**src/lpddr_bank_regs.svh**
```systemverilog
// timing counts and field positions for the bank command legality block
`ifndef LPDDR_BANK_REGS_SVH
`define LPDDR_BANK_REGS_SVH

// clock period in ns
`define CLK_PERIOD_NS 25
// timing figures in ns
`define ROW_PRECHARGE_TIME_NS 30
`define ACTIVATE_TO_COLUMN_DELAY_NS 30
`define REFRESH_CYCLE_TIME_NS 110
`define WRITE_RECOVERY_TIME_NS 15
`define POWER_DOWN_EXIT_TIME_NS 25
`define SELF_REFRESH_EXIT_TIME_NS 200
// mode register delay is given in clocks
`define MODE_REGISTER_DELAY_CYC 2
// least times round up to whole cycles
`define CEIL_CYC(ns) (((ns) + `CLK_PERIOD_NS - 1) / `CLK_PERIOD_NS)
`define ROW_PRECHARGE_CYC `CEIL_CYC(`ROW_PRECHARGE_TIME_NS)
`define ACTIVATE_TO_COLUMN_CYC `CEIL_CYC(`ACTIVATE_TO_COLUMN_DELAY_NS)
`define REFRESH_CYCLE_CYC `CEIL_CYC(`REFRESH_CYCLE_TIME_NS)
`define WRITE_RECOVERY_CYC `CEIL_CYC(`WRITE_RECOVERY_TIME_NS)
`define POWER_DOWN_EXIT_CYC `CEIL_CYC(`POWER_DOWN_EXIT_TIME_NS)
`define SELF_REFRESH_EXIT_CYC `CEIL_CYC(`SELF_REFRESH_EXIT_TIME_NS)
// bank count and widths
`define NUM_BANKS 4
`define BANK_W 2
`define CNT_W 8
// burst length in clocks (pairs of data)
`define BURST_CLKS 4
// command code bits {ras_n,cas_n,we_n}
`define CMD_ACTIVE 3'h3
`define CMD_READ 3'h5
`define CMD_WRITE 3'h4
`define CMD_TERMINATE 3'h6
`define CMD_PRECHARGE 3'h2
`define CMD_REFRESH 3'h1
`define CMD_MODE_LOAD 3'h0
`define CMD_NOP 3'h7

`endif

```
**src/lpddr_bank_pkg.sv**
```systemverilog
// types for the bank command legality block
package lpddr_bank_pkg;
	// per-bank state, gray along idle->activating->active->read
	typedef enum logic [3:0] {
		BANK_IDLE = 4'h0,
		BANK_ACTIVATING = 4'h1,
		BANK_ACTIVE = 4'h3,
		BANK_READ = 4'h2,
		BANK_WRITE = 4'h6,
		BANK_READ_AP = 4'h7,
		BANK_WRITE_AP = 4'h5,
		BANK_PRECHARGING = 4'h4,
		BANK_REFRESHING = 4'hC,
		BANK_MODE_ACCESS = 4'hD
	} bank_state_t;
endpackage

```
**src/lpddr_bank_legality.sv**
```systemverilog
// command decode and per-bank legality tracking for a low-power ddr device
`timescale 1ns/1ps
`default_nettype none
`include "lpddr_bank_regs.svh"
module lpddr_bank_legality
(
	// clock and reset
	input wire logic i_mclk,
	input wire logic i_nrst,
	// command pins, sampled at the clock
	input wire logic i_cke,
	input wire logic i_cs_n,
	input wire logic i_ras_n,
	input wire logic i_cas_n,
	input wire logic i_we_n,
	input wire logic [`BANK_W-1:0] i_bank_addr,
	input wire logic i_auto_precharge_bit,
	// power-down exit marks from the power logic
	input wire logic i_power_down_exit,
	input wire logic i_self_refresh_exit,
	// bank states and status
	output logic [4*`NUM_BANKS-1:0] o_bank_state,
	output logic o_all_idle,
	output logic o_cmd_illegal,
	output logic o_deep_power_down,
	output logic [`BANK_W-1:0] o_last_read_bank
);
	logic cke_prev_q;
	logic [`CNT_W-1:0] exit_cnt_q;
	logic decode_en;
	logic [2:0] cmd;
	logic [`NUM_BANKS-1:0] act_v;
	logic [`NUM_BANKS-1:0] rd_v;
	logic [`NUM_BANKS-1:0] wr_v;
	logic [`NUM_BANKS-1:0] pre_v;
	logic [`NUM_BANKS-1:0] term_v;
	logic [`NUM_BANKS-1:0] pp_v;
	logic [`NUM_BANKS-1:0] idle_v;
	lpddr_bank_pkg::bank_state_t st [`NUM_BANKS];
	logic all_idle;
	logic illegal_d;
	logic last_read_valid_q;

	// is this state one of the uninterruptible per-bank ones
	function automatic logic bank_busy(input lpddr_bank_pkg::bank_state_t s);
		bank_busy = (s == lpddr_bank_pkg::BANK_ACTIVATING) ||
			(s == lpddr_bank_pkg::BANK_PRECHARGING) ||
			(s == lpddr_bank_pkg::BANK_READ_AP) ||
			(s == lpddr_bank_pkg::BANK_WRITE_AP);
	endfunction

	// does the state hold a global wait (refresh, mode access)
	function automatic logic global_wait(input lpddr_bank_pkg::bank_state_t s);
		global_wait = (s == lpddr_bank_pkg::BANK_REFRESHING) ||
			(s == lpddr_bank_pkg::BANK_MODE_ACCESS);
	endfunction

	// previous clock enable and exit-time counter
	always_ff @(posedge i_mclk or negedge i_nrst)
	begin
		if (!i_nrst)
		begin
			cke_prev_q <= 1'b0;
			exit_cnt_q <= 8'h00;
		end
		else
		begin
			cke_prev_q <= i_cke;
			if (i_self_refresh_exit)
				exit_cnt_q <= 8'(`SELF_REFRESH_EXIT_CYC);
			else if (i_power_down_exit)
				exit_cnt_q <= 8'(`POWER_DOWN_EXIT_CYC);
			else if (exit_cnt_q != 8'h00)
				exit_cnt_q <= exit_cnt_q - 8'h01;
		end
	end

	// decode only with clock enable high at both edges and exit met
	assign decode_en = cke_prev_q && i_cke && (exit_cnt_q == 8'h00) && !i_cs_n;
	assign cmd = {i_ras_n, i_cas_n, i_we_n};

	// per-bank event vectors
	always_comb
	begin
		act_v = '0;
		rd_v = '0;
		wr_v = '0;
		pre_v = '0;
		term_v = '0;
		if (decode_en)
		begin
			case (cmd)
				`CMD_ACTIVE: act_v[i_bank_addr] = 1'b1;
				`CMD_READ: rd_v[i_bank_addr] = 1'b1;
				`CMD_WRITE: wr_v[i_bank_addr] = 1'b1;
				`CMD_PRECHARGE:
				begin
					if (i_auto_precharge_bit)
						pre_v = '1;
					else
						pre_v[i_bank_addr] = 1'b1;
				end
				`CMD_TERMINATE:
				begin
					if (last_read_valid_q)
						term_v[o_last_read_bank] = 1'b1;
				end
				default:
				begin
					act_v = '0;
				end
			endcase
		end
	end

	// one state machine per bank
	genvar b;
	generate
		for (b = 0; b < `NUM_BANKS; b++)
		begin : g_bank
			lpddr_bank_fsm u_fsm
			(
				.i_mclk(i_mclk),
				.i_nrst(i_nrst),
				.i_act(act_v[b] && !bank_busy(st[b])),
				.i_rd(rd_v[b] && !bank_busy(st[b])),
				.i_wr(wr_v[b] && !bank_busy(st[b])),
				.i_ap(i_auto_precharge_bit),
				.i_pre(pre_v[b] && !bank_busy(st[b])),
				.i_term(term_v[b]),
				.i_refresh(decode_en && cmd == `CMD_REFRESH && all_idle),
				.i_mode_load(decode_en && cmd == `CMD_MODE_LOAD && all_idle),
				.o_state(st[b]),
				.o_precharge_period(pp_v[b])
			);
			assign idle_v[b] = (st[b] == lpddr_bank_pkg::BANK_IDLE);
		end
	endgenerate

	assign all_idle = &idle_v;

	// flag a command the current bank states do not allow
	always_comb
	begin
		illegal_d = 1'b0;
		if (decode_en)
		begin
			case (cmd)
				`CMD_NOP: illegal_d = 1'b0;
				`CMD_REFRESH, `CMD_MODE_LOAD: illegal_d = !all_idle;
				`CMD_TERMINATE: illegal_d = !last_read_valid_q;
				`CMD_PRECHARGE: illegal_d = i_auto_precharge_bit ?
					(|(act_v | pre_v) && 1'b0) || global_wait(st[0])
					: bank_busy(st[i_bank_addr]) || global_wait(st[i_bank_addr]);
				default: illegal_d = bank_busy(st[i_bank_addr]) ||
					global_wait(st[i_bank_addr]);
			endcase
		end
	end

	// most recent read burst for burst terminate
	always_ff @(posedge i_mclk or negedge i_nrst)
	begin
		if (!i_nrst)
		begin
			o_last_read_bank <= 2'h0;
			last_read_valid_q <= 1'b0;
		end
		else if (|rd_v && !i_auto_precharge_bit)
		begin
			o_last_read_bank <= i_bank_addr;
			last_read_valid_q <= 1'b1;
		end
		else if (|term_v || (|wr_v))
			last_read_valid_q <= 1'b0;
	end

	// status outputs, all registered
	always_ff @(posedge i_mclk or negedge i_nrst)
	begin
		if (!i_nrst)
		begin
			o_bank_state <= '0;
			o_all_idle <= 1'b1;
			o_cmd_illegal <= 1'b0;
			o_deep_power_down <= 1'b0;
		end
		else
		begin
			o_bank_state <= {st[3], st[2], st[1], st[0]};
			o_all_idle <= all_idle;
			o_cmd_illegal <= illegal_d;
			// terminate code with clock enable falling enters deep power-down
			o_deep_power_down <= cke_prev_q && !i_cke && !i_cs_n &&
				cmd == `CMD_TERMINATE && all_idle;
		end
	end

	// deselect never moves an idle bank
	a_deselect_holds: assert property (@(posedge i_mclk) disable iff (!i_nrst)
		(i_cs_n && st[0] == lpddr_bank_pkg::BANK_IDLE) |=>
		st[0] == lpddr_bank_pkg::BANK_IDLE)
		else $error("deselect changed an idle bank");

	// active to idle bank 0 opens it
	a_active_opens: assert property (@(posedge i_mclk) disable iff (!i_nrst)
		(decode_en && cmd == `CMD_ACTIVE && i_bank_addr == 2'h0 &&
		st[0] == lpddr_bank_pkg::BANK_IDLE) |=> st[0] == lpddr_bank_pkg::BANK_ACTIVATING)
		else $error("active did not open the row");

	// without both clock enable edges nothing is decoded
	a_cke_gate: assert property (@(posedge i_mclk) disable iff (!i_nrst)
		!(cke_prev_q && i_cke) |-> (act_v == '0 && pre_v == '0 && rd_v == '0))
		else $error("decode without clock enable");

	// precharge all sends every row-active bank to precharging
	a_precharge_all: assert property (@(posedge i_mclk) disable iff (!i_nrst)
		(decode_en && cmd == `CMD_PRECHARGE && i_auto_precharge_bit &&
		st[1] == lpddr_bank_pkg::BANK_ACTIVE) |=> st[1] == lpddr_bank_pkg::BANK_PRECHARGING)
		else $error("precharge all missed a bank");

	// a bank command into a busy bank raises the illegal flag
	a_busy_refused: assert property (@(posedge i_mclk) disable iff (!i_nrst)
		(decode_en && (cmd == `CMD_ACTIVE || cmd == `CMD_READ) && i_bank_addr == 2'h0 &&
		bank_busy(st[0])) |=> o_cmd_illegal)
		else $error("busy bank took a command");

	// terminate ends the read burst of the recorded bank
	a_terminate_cuts: assert property (@(posedge i_mclk) disable iff (!i_nrst)
		(decode_en && cmd == `CMD_TERMINATE && last_read_valid_q &&
		o_last_read_bank == 2'h2 && st[2] == lpddr_bank_pkg::BANK_READ) |=>
		st[2] == lpddr_bank_pkg::BANK_ACTIVE)
		else $error("terminate missed the read burst");

	// refresh on all idle banks puts every bank into refreshing
	a_refresh_all: assert property (@(posedge i_mclk) disable iff (!i_nrst)
		(decode_en && cmd == `CMD_REFRESH && all_idle) |=>
		st[3] == lpddr_bank_pkg::BANK_REFRESHING)
		else $error("refresh missed a bank");
endmodule
`default_nettype wire

```
**src/lpddr_bank_fsm.sv**
```systemverilog
// one bank's state machine with its interval counter
`timescale 1ns/1ps
`default_nettype none
`include "lpddr_bank_regs.svh"
module lpddr_bank_fsm
(
	// clock and reset
	input wire logic i_mclk,
	input wire logic i_nrst,
	// decoded events for this bank
	input wire logic i_act,
	input wire logic i_rd,
	input wire logic i_wr,
	input wire logic i_ap,
	input wire logic i_pre,
	input wire logic i_term,
	input wire logic i_refresh,
	input wire logic i_mode_load,
	// state
	output var lpddr_bank_pkg::bank_state_t o_state,
	output logic o_precharge_period
);
	logic [`CNT_W-1:0] cnt_q;
	logic [`CNT_W-1:0] cnt_d;
	lpddr_bank_pkg::bank_state_t state_d;
	logic pp_d;
	logic wait_done;

	assign wait_done = (cnt_q == 8'h00);

	// next state and counter load
	always_comb
	begin
		state_d = o_state;
		cnt_d = (cnt_q != 8'h00) ? cnt_q - 8'h01 : cnt_q;
		pp_d = o_precharge_period;
		case (o_state)
			lpddr_bank_pkg::BANK_IDLE:
			begin
				if (i_act)
				begin
					state_d = lpddr_bank_pkg::BANK_ACTIVATING;
					cnt_d = 8'(`ACTIVATE_TO_COLUMN_CYC - 1);
				end
				else if (i_refresh)
				begin
					state_d = lpddr_bank_pkg::BANK_REFRESHING;
					cnt_d = 8'(`REFRESH_CYCLE_CYC - 1);
				end
				else if (i_mode_load)
				begin
					state_d = lpddr_bank_pkg::BANK_MODE_ACCESS;
					cnt_d = 8'(`MODE_REGISTER_DELAY_CYC - 1);
				end
				else if (i_pre)
				begin
					state_d = lpddr_bank_pkg::BANK_PRECHARGING;
					cnt_d = 8'(`ROW_PRECHARGE_CYC - 1);
				end
			end
			lpddr_bank_pkg::BANK_ACTIVE, lpddr_bank_pkg::BANK_READ,
			lpddr_bank_pkg::BANK_WRITE:
			begin
				if (o_state != lpddr_bank_pkg::BANK_ACTIVE && wait_done)
					state_d = lpddr_bank_pkg::BANK_ACTIVE; // burst ran out
				if (i_term && o_state == lpddr_bank_pkg::BANK_READ)
					state_d = lpddr_bank_pkg::BANK_ACTIVE;
				if (i_pre)
				begin
					state_d = lpddr_bank_pkg::BANK_PRECHARGING;
					cnt_d = 8'(`ROW_PRECHARGE_CYC - 1);
				end
				else if (i_rd || i_wr)
				begin
					pp_d = 1'b0;
					if (i_ap)
					begin
						state_d = i_rd ? lpddr_bank_pkg::BANK_READ_AP
							: lpddr_bank_pkg::BANK_WRITE_AP;
						cnt_d = i_rd ? 8'(`BURST_CLKS - 1)
							: 8'(`BURST_CLKS + `WRITE_RECOVERY_CYC - 1);
					end
					else
					begin
						state_d = i_rd ? lpddr_bank_pkg::BANK_READ
							: lpddr_bank_pkg::BANK_WRITE;
						cnt_d = 8'(`BURST_CLKS - 1);
					end
				end
			end
			lpddr_bank_pkg::BANK_READ_AP, lpddr_bank_pkg::BANK_WRITE_AP:
			begin
				if (wait_done && !o_precharge_period)
				begin
					pp_d = 1'b1;
					cnt_d = 8'(`ROW_PRECHARGE_CYC - 1);
				end
				else if (wait_done)
				begin
					pp_d = 1'b0;
					state_d = lpddr_bank_pkg::BANK_IDLE;
				end
			end
			lpddr_bank_pkg::BANK_ACTIVATING:
				if (wait_done)
					state_d = lpddr_bank_pkg::BANK_ACTIVE;
			lpddr_bank_pkg::BANK_PRECHARGING, lpddr_bank_pkg::BANK_REFRESHING,
			lpddr_bank_pkg::BANK_MODE_ACCESS:
				if (wait_done)
					state_d = lpddr_bank_pkg::BANK_IDLE;
			default:
				state_d = lpddr_bank_pkg::BANK_IDLE;
		endcase
	end

	// state register
	always_ff @(posedge i_mclk or negedge i_nrst)
	begin
		if (!i_nrst)
			o_state <= lpddr_bank_pkg::BANK_IDLE;
		else
			o_state <= state_d;
	end

	// interval counter, one per bank
	always_ff @(posedge i_mclk or negedge i_nrst)
	begin
		if (!i_nrst)
		begin
			cnt_q <= 8'h00;
			o_precharge_period <= 1'b0;
		end
		else
		begin
			cnt_q <= cnt_d;
			o_precharge_period <= pp_d;
		end
	end

	// precharging ends exactly after the row precharge count
	a_precharge_length: assert property (@(posedge i_mclk) disable iff (!i_nrst)
		(o_state != lpddr_bank_pkg::BANK_PRECHARGING ##1
		o_state == lpddr_bank_pkg::BANK_PRECHARGING) |->
		##(`ROW_PRECHARGE_CYC) o_state == lpddr_bank_pkg::BANK_IDLE)
		else $error("precharge period wrong length");

	// activating lasts the column delay, then row active
	a_activate_length: assert property (@(posedge i_mclk) disable iff (!i_nrst)
		(o_state == lpddr_bank_pkg::BANK_IDLE && i_act) |->
		##1 o_state == lpddr_bank_pkg::BANK_ACTIVATING ##(`ACTIVATE_TO_COLUMN_CYC)
		o_state == lpddr_bank_pkg::BANK_ACTIVE)
		else $error("activate period wrong length");

	// refresh holds the bank for the refresh cycle time
	a_refresh_hold: assert property (@(posedge i_mclk) disable iff (!i_nrst)
		(o_state == lpddr_bank_pkg::BANK_IDLE && i_refresh && !i_act) |->
		##1 o_state == lpddr_bank_pkg::BANK_REFRESHING
		##(`REFRESH_CYCLE_CYC) o_state == lpddr_bank_pkg::BANK_IDLE)
		else $error("refresh period wrong length");

	// mode access returns to idle after the mode register delay
	a_mode_delay: assert property (@(posedge i_mclk) disable iff (!i_nrst)
		(o_state == lpddr_bank_pkg::BANK_IDLE && i_mode_load && !i_act && !i_refresh) |->
		##1 o_state == lpddr_bank_pkg::BANK_MODE_ACCESS
		##(`MODE_REGISTER_DELAY_CYC) o_state == lpddr_bank_pkg::BANK_IDLE)
		else $error("mode access wrong length");
endmodule
`default_nettype wire

```
**config.mk**
```make
export PLATFORM = sky130hd
export DESIGN_NAME = lpddr_bank_legality
export DESIGN_NICKNAME = d
export VERILOG_FILES = /design/src/lpddr_bank_pkg.sv /design/src/lpddr_bank_legality.sv /design/src/lpddr_bank_fsm.sv
export VERILOG_INCLUDE_DIRS = /design/src
export SDC_FILE = /design/constraint.sdc
export NUM_CORES = 1
export LEC_CHECK = 0
export ABC_AREA = 0
export BUFFER_PORTS_ARGS = -buffer_cell sky130_fd_sc_hd__buf_4
export CAP_MARGIN = 20
export CORE_MARGIN = 3
export CORE_UTILIZATION = 53
export DETAILED_ROUTE_END_ITERATION = 10
export PLACE_DENSITY = 0.76
export RECOVER_POWER = 50
export SYNTH_ARGS = -nofsm -noshare
export SYNTH_HDL_FRONTEND = slang
export SYNTH_SLANG_ARGS = --single-unit
```
**constraint.sdc**
```tcl
create_clock -name i_mclk -period 3.4 [get_ports i_mclk]
set_input_delay 0.34 -clock i_mclk [delete_from_list [all_inputs] [get_ports i_mclk]]
set_output_delay 0.34 -clock i_mclk [all_outputs]
set_load 0.01 [all_outputs]
```
==> results.yml, run 1 <==
status:
  status: "finished, violations left"
  violations: "max-capacitance violations, max-slew violations"
synth:
  synth_area_per_cell_um2: 8.740
  yosysUniqueCellTypes: 76
  yosysSeqAreaShare_pct: 37.86
  yosys_warnings: 0
  synthCells: 628
  synthTopCellsByArea: "dfrtp_1 (37%), nor2_1 (4.9%), o21ai_0 (3.9%)"
  yosysTopAreaCell: "dfrtp_1"
  synth_edf_count: 0
  syn_nets: 649
  ys_ff_latch: 83
  synth_ff_type: "dfrtp_1"
  synth_top_area_share_pct: 37.38
  async_reset_ff_share_pct: 100.0
  syn-cell-area_mm2: 0.005489
power_and_ir_drop:
  p_int_uw: 2433
  power_frac_comb_pct: 48.3
  seq_power_share_pct: 36.6
  power.density_mw_per_mm2: 695.8
  clockPowerShare_pct: 15.1
  power.switching_uw: 1803
  leakage_uw: 0.002549
  ir_worst_vdd_mv: 0.4035
  switching_share_pct: 42.56
clock_network:
  cts_inserted_buffers: 9
  root_buffer: "clkbuf_8"
  ctsResizeCount: 0
  ctsLongestPathBuffers: 2
  cts.sinks: 83
  post_cts_buffers: 0
  cts_tree: "done"
  insertion_delay_ps: 380
  hold_buffers: 0
  htree_levels: 3
  cts.clk_slew.worst_paths_ps: 80
setup_path:
  cp-end-kind: "flip-flop"
  worst_ep_required_time_ps: 3660
  critPathArrivalTime_ps: 3410
  max_stage_delay_ps: 780
  crit_chain: "or4_1 -> nor3_4 -> and3_1 -> nor3_1 -> nor4_2 -> mux2_1"
  crit_type: "reg -> reg"
  crit_fanout: 9
  slowest_stage: "or4_1"
  cp-start-kind: "flip-flop"
routing:
  ant_nets: 0
  post_drt_via_cell_ratio: 6.491
  vias: 5193
  drt-initial-drc-count: 553
  first_pass_iters: 6
  routedWlPerCell_um: 18.26
  drc: 0
  routed_wl_mm: 14.61
grt:
  grt_pass1_vias: 4948
  grt_start_max_net_pins: 84
  grtUsageTotal_pct: 26.77
  antenna_found_initial: 0
  overflow: 0
  grt_pass1_wl_mm: 24.58
finish:
  nNetsFinal: 683
  antenna_cells: 0
  area_growth_pct: 10.90
  layout_commonest_cell: "dfrtp_1"
  final_cell_mix: "dfrtp_1 (82), nor2_1 (72), buf_4 (45)"
  drive_gt1_share_pct: 14.84
sta:
  fmax_ghz: 0.3180
  tns_ps: 0
  slew_headroom_pct: -44.86
  finClkSkew_ps: 11.70
  rsz0062_at_grt: "false"
  tightest_slew_ps: 2173
  maxSlewViolCount: 40
  period_needed_ps: 3145
  finalWorstSetupSlack_ps: 254.9
  final_hold_viol_count: 0
  setup_viol: 0
  period_share_pct: 92.50
  hold_ws_ps: 117.2
floorplanning:
  fp.dieH_um: 107.8
  start_util_pct: 55.39
  rows: 36
  die_area_mm2: 0.01161
  io_pins: 33
  die_w_um: 107.8
  core-area_mm2: 0.009910
worst_hold_path:
  hold_path_class: "in -> reg"
place:
  dp_hpwl_mm: 10.45
  post-place-ws_ps: 294.7
  portBuffers: 32
  gp_congestion: 0.9695
flow_run:
  maxCapViolCount: 1
[worst max-delay path: cells and delay by family, from the launching register on]
family | cells | cell delay [ps]
flops | 1 | 430
simple gates | 5 | 2220
mux | 1 | 380
[layout make-up]
| cell class | count | area [um2] |
|---|---|---|
| fill | 885 | 3822 |
| multi-input combinational | 495 | 3213 |
| sequential | 83 | 2078 |
| timing repair buffer | 53 | 391.6 |
| tap | 133 | 166.4 |
| clock buffer | 12 | 135.1 |
| inverter | 20 | 75.07 |
| clock inverter | 4 | 27.53 |
[power by group through the flow]
stage	Combinational, uW	Clock (uW)	Sequential (uW)
after floorplan	1570	0	1470
after global placement	1970	0	1550
after detailed placement	2020	0	1570
after CTS	2030	649	1550
after global routing	2290	697	1600
final	2040	639	1550
[registers in the layout, summed over array words and instances (netlist names)]
name / count
o_cmd_illegal: 1
o_all_idle: 1
o_last_read_bank: 2
g_bank.u_fsm.o_state: 16
g_bank.u_fsm.o_precharge_period: 4
cke_prev_q: 1
last_read_valid_q: 1
g_bank.u_fsm.cnt_q: 32
o_bank_state: 16
exit_cnt_q: 8
o_deep_power_down: 1
[kinds of logic after synthesis]
logic type / share of synthesized area (%)
AND/OR/NAND/NOR: 28.40
AO/OA/AOI/OAI: 18.76
flip-flops: 37.86
buffers and inverters: 3.601
XOR/XNOR: 3.989
multiplexers: 5.334
adder cells (fa/ha/maj): 2.052
[routing by layer]
layer	track usage (%)	wire length [um]	vias to the layer above
li1	-	-	2393
met1	37.59	6305	2489
met2	40.05	6648	266
met3	6.419	1199	45
met4	10.19	455	0
met5	0	0	-
[stage by stage]
step                utilization [%]  area [um2]  instances  total power [uW]
finish                        61.43        6087        800              4235
global route                  61.43        6087        800              4589
CTS                           61.26        6071        797              4229
detailed placement            59.62        5908        781              3586
global placement              59.62        5908        781              3516
floorplan                         -        5489        628              3038
[Yosys cell counts, drive strengths merged, types with 11 or more instances]
cell type,number
clkbuf,26
nor3,36
dfrtp,82
xnor2,14
nand2,43
o21ai,44
nand3,17
or3,15
mux2,17
xor2,11
nand2b,13
nor2b,13
nor4,17
nor2,72
inv,20
a21oi,39
[final timing paths]
check | from | endpoint | slack (ps) | cells past startpoint
setup / recovery | exit_cnt_q[3]$_DFFE_PN0P_ | g_bank[2].u_fsm.o_state[0]$_DFFE_PN0P_ | 250 | 6
hold / removal | i_self_refresh_exit | exit_cnt_q[0]$_DFFE_PN0P_ | 120 | 2
setup reg to reg | exit_cnt_q[3]$_DFFE_PN0P_ | g_bank[2].u_fsm.o_state[0]$_DFFE_PN0P_ | 250 | 6
hold reg to reg | g_bank[2].u_fsm.cnt_q[5]$_DFF_PN0_ | g_bank[2].u_fsm.cnt_q[5]$_DFF_PN0_ | 550 | 2
max in group asynchronous | i_nrst | g_bank[1].u_fsm.cnt_q[0]$_DFF_PN0_ | 1020 | 2
min in group asynchronous | i_nrst | g_bank[3].u_fsm.cnt_q[7]$_DFF_PN0_ | 1140 | 2
(Power assumes the default switching activity.)
==> inputs of run 2 (changes only) <==
--- a/config.mk
+++ b/config.mk
@@ -6,13 +6,14 @@
 export SDC_FILE = /design/constraint.sdc
 export NUM_CORES = 1
 export LEC_CHECK = 0
-export ABC_AREA = 0
+export ABC_AREA = 1
 export BUFFER_PORTS_ARGS = -buffer_cell sky130_fd_sc_hd__buf_4
 export CAP_MARGIN = 20
 export CORE_MARGIN = 3
 export CORE_UTILIZATION = 53
+export CTS_CLUSTER_DIAMETER = 50
 export DETAILED_ROUTE_END_ITERATION = 10
-export PLACE_DENSITY = 0.76
+export PLACE_DENSITY = 0.71
 export RECOVER_POWER = 50
 export SYNTH_ARGS = -nofsm -noshare
 export SYNTH_HDL_FRONTEND = slang
==> run 2 against run 1 <==
Compared with the run above:
- non-clock buffer count fell by 19
- largest power group unchanged
- synthesized area rose by 4.9%
- critical path depth rose by 5
- first-iteration DRC count fell by 18%
- core utilization fell by 0.75 points
- the run now ends clean
- clock skew fell by 3.9 ps
- critical path type unchanged
==> results.yml, run 2 <==
finish:
  nNetsFinal: 896
  regMostFlops: "g_bank.u_fsm.cnt_q"
  drive_gt1_share_pct: 12.61
  final_cell_mix: "nand2_1 (248), nor2_1 (119), inv_1 (96)"
  post-route-util_pct: 60.68
  top_regs: "g_bank.u_fsm.cnt_q x32, g_bank.u_fsm.o_state x16, o_bank_state x16"
  largest_reg_flops: 32
  stdcell_area_mm2: 0.006349
  final.fill_count: 991
  layout_commonest_cell: "nand2_1"
  area_growth_pct: 10.30
  finalNonFillerCells: 1016
  antenna_cells: 0
flow_run:
  maxCapViolCount: 0
power_and_ir_drop:
  switching_share_pct: 48.22
  ir_worst_vdd_mv: 0.5031
  power_frac_comb_pct: 57.9
  p_total_uw: 5393
  seq_power_share_pct: 29.4
  clockPowerShare_pct: 12.7
  p_int_uw: 2792
  power.density_mw_per_mm2: 849.4
  leakage_uw: 0.003310
  power.switching_uw: 2601
routing:
  drt-initial-drc-count: 451
  vias: 5518
  drc: 0
  post_drt_via_cell_ratio: 5.431
  ant_nets: 0
  first_pass_iters: 5
  routedWlPerCell_um: 14.09
  routed_wl_mm: 14.31
floorplanning:
  die_area_mm2: 0.01215
  core-area_mm2: 0.01046
  die_w_um: 110.2
  fp.dieH_um: 110.2
  start_util_pct: 55.01
  rows: 37
  io_pins: 33
setup_path:
  r2r_slack_ps: 1280
  cp-end-kind: "flip-flop"
  crit_fanout: 4
  cp-start-kind: "flip-flop"
  crit_type: "reg -> reg"
  worst_ep_required_time_ps: 3660
  critPathArrivalTime_ps: 2380
worst_hold_path:
  hold_path_class: "in -> reg"
synth:
  synthTopCellsByArea: "dfrtp_1 (36%), nand2_1 (16%), nor2_1 (7.8%)"
  yosys_warnings: 0
  ys_ff_latch: 83
  yosys.area_share.simple_pct: 41.61
  synth_top_family_by_area: "simple AND/OR/NAND/NOR gates"
  synth_fa_ha_area_share_pct: 1.957
  yosysSeqAreaShare_pct: 36.11
  synthCells: 834
  synth_edf_count: 0
  async_reset_ff_share_pct: 100.0
  post_synth_most_frequent_cells: "nand2_1 (248), nor2_1 (119), inv_1 (96)"
  synth_top_area_share_pct: 35.65
  yosysTopAreaCell: "dfrtp_1"
  synth_ff_type: "dfrtp_1"
  syn-cell-area_mm2: 0.005756
  syn_nets: 855
  yosysUniqueCellTypes: 50
  synthMuxAreaShare_pct: 0
  synth_area_per_cell_um2: 6.901
  post-synth-top-count-cell: "nand2_1"
  synth_xor_area_share_pct: 3.196
  synth_compound_area_share_pct: 9.587
grt:
  overflow: 0
  grt_start_max_net_pins: 84
  antenna_found_initial: 0
  grt_pass1_wl_mm: 24.27
  grt_pass1_vias: 5148
  grtUsageTotal_pct: 25.36
place:
  placed_cells: 998
  gp_congestion: 0.9878
  dpl_cell_area_mm2: 0.006138
  dp_hpwl_mm: 10.90
  portBuffers: 32
sta:
  tns_ps: 0
  tightest_slew_ps: 554.4
  rsz0062_at_grt: "false"
  period_needed_ps: 2120
  slew_headroom_pct: 63.04
  fmax_ghz: 0.4718
  period_share_pct: 62.34
  final_hold_viol_count: 0
  setup_viol: 0
  finClkSkew_ps: 7.815
  maxSlewViolCount: 0
clock_network:
  htree_levels: 3
  ctsLongestPathBuffers: 2
  ctsResizeCount: 0
  cts_tree: "done"
  cts.clk_slew.worst_paths_ps: 80
  post_cts_buffers: 0
  insertion_delay_ps: 370
  hold_buffers: 0
  cts.sinks: 83
  cts_inserted_buffers: 9
  root_buffer: "clkbuf_8"
status:
  status: "completed"
-- run 2: cell types whose count changed after synthesis, sizes merged, moves of 13 or more --
cell	previous run	this run
mux2	17	0
nor2b	13	0
nand2b	13	0
nand3	17	75
nor4	17	1
clkbuf	26	0
nor2	72	140
nand2	43	260
or3	15	0
nor3	36	12
inv	20	104
-- run 2: stage by stage --
step	hold slack, ps	worst slack, ps
floorplan	44.41	1596
global placement	420.5	1350
global route	93.64	1055
finish	105.8	1280
CTS	66.04	1304
detailed placement	430.0	1320
-- run 2: final timing paths --
path | from | to | depth (start not counted)
worst max register to register | exit_cnt_q[0]$_DFFE_PN0P_ | g_bank[0].u_fsm.o_state[3]$_DFFE_PN0P_ | 11
min in group asynchronous | i_nrst | exit_cnt_q[7]$_DFFE_PN0P_ | 2
max in group asynchronous | i_nrst | o_all_idle$_DFF_PN1_ | 3
worst min register to register | g_bank[1].u_fsm.o_state[3]$_DFFE_PN0P_ | o_bank_state[7]$_DFF_PN0_ | 0
worst max-delay path | exit_cnt_q[0]$_DFFE_PN0P_ | g_bank[0].u_fsm.o_state[3]$_DFFE_PN0P_ | 11
worst min-delay path | i_cke | cke_prev_q$_DFF_PN0_ | 1
-- run 2: cell families (layout without fill, tap and decap cells) --
| group | count (synthesis) | count (layout) |
|---|---|---|
| flops | 83 | 83 |
| compound gates | 95 | 95 |
| fa+ha+maj | 9 | 9 |
| buf+inv | 109 | 155 |
| simple gates | 517 | 517 |
| xor+xnor | 21 | 21 |
-- run 2: layout make-up --
type / instances / area [um2] / share of cell area, %
Clock buffer: 15 / 186.4 / 2.937
Clock inverter: 1 / 5.005 / 0.07883
Inverter: 105 / 406.6 / 6.405
Multi-Input combinational cell: 642 / 3243 / 51.08
Sequential cell: 83 / 2078 / 32.74
Tap cell: 136 / 170.2 / 2.680
Timing Repair Buffer: 34 / 259.0 / 4.080
-- run 2: critical path: stages, from the launching register on --
cell and delay, ps:
dfrtp_1 390, inv_1 120, ha_1 160, nand2_1 140, nor2_8 200, nand3_1 260, nor2_2 270, nor2_2 90
nand2_1 180, nand2_4 80, nand2_1 60, nand2_1 60
-- run 2: power groups by stage --
stage          clock (uW)  sequential [uW]  combinational [uW]
2_1_floorplan           0             1570                2380
6_report              687             1590                3120
4_1_cts               711             1580                3110
3_3_place_gp            0             1590                3010
5_1_grt               756             1630                3570
3_5_place_dp            0             1600                3090
-- run 2: per-layer routing --
layer | wire [um] | GRT usage (%) | vias to the layer above
met5 | 0 | 0 | -
met2 | 6782 | 40.86 | 193
met3 | 798 | 5.475 | 29
li1 | - | - | 2745
met4 | 366 | 9.411 | 0
met1 | 6363 | 33.57 | 2551
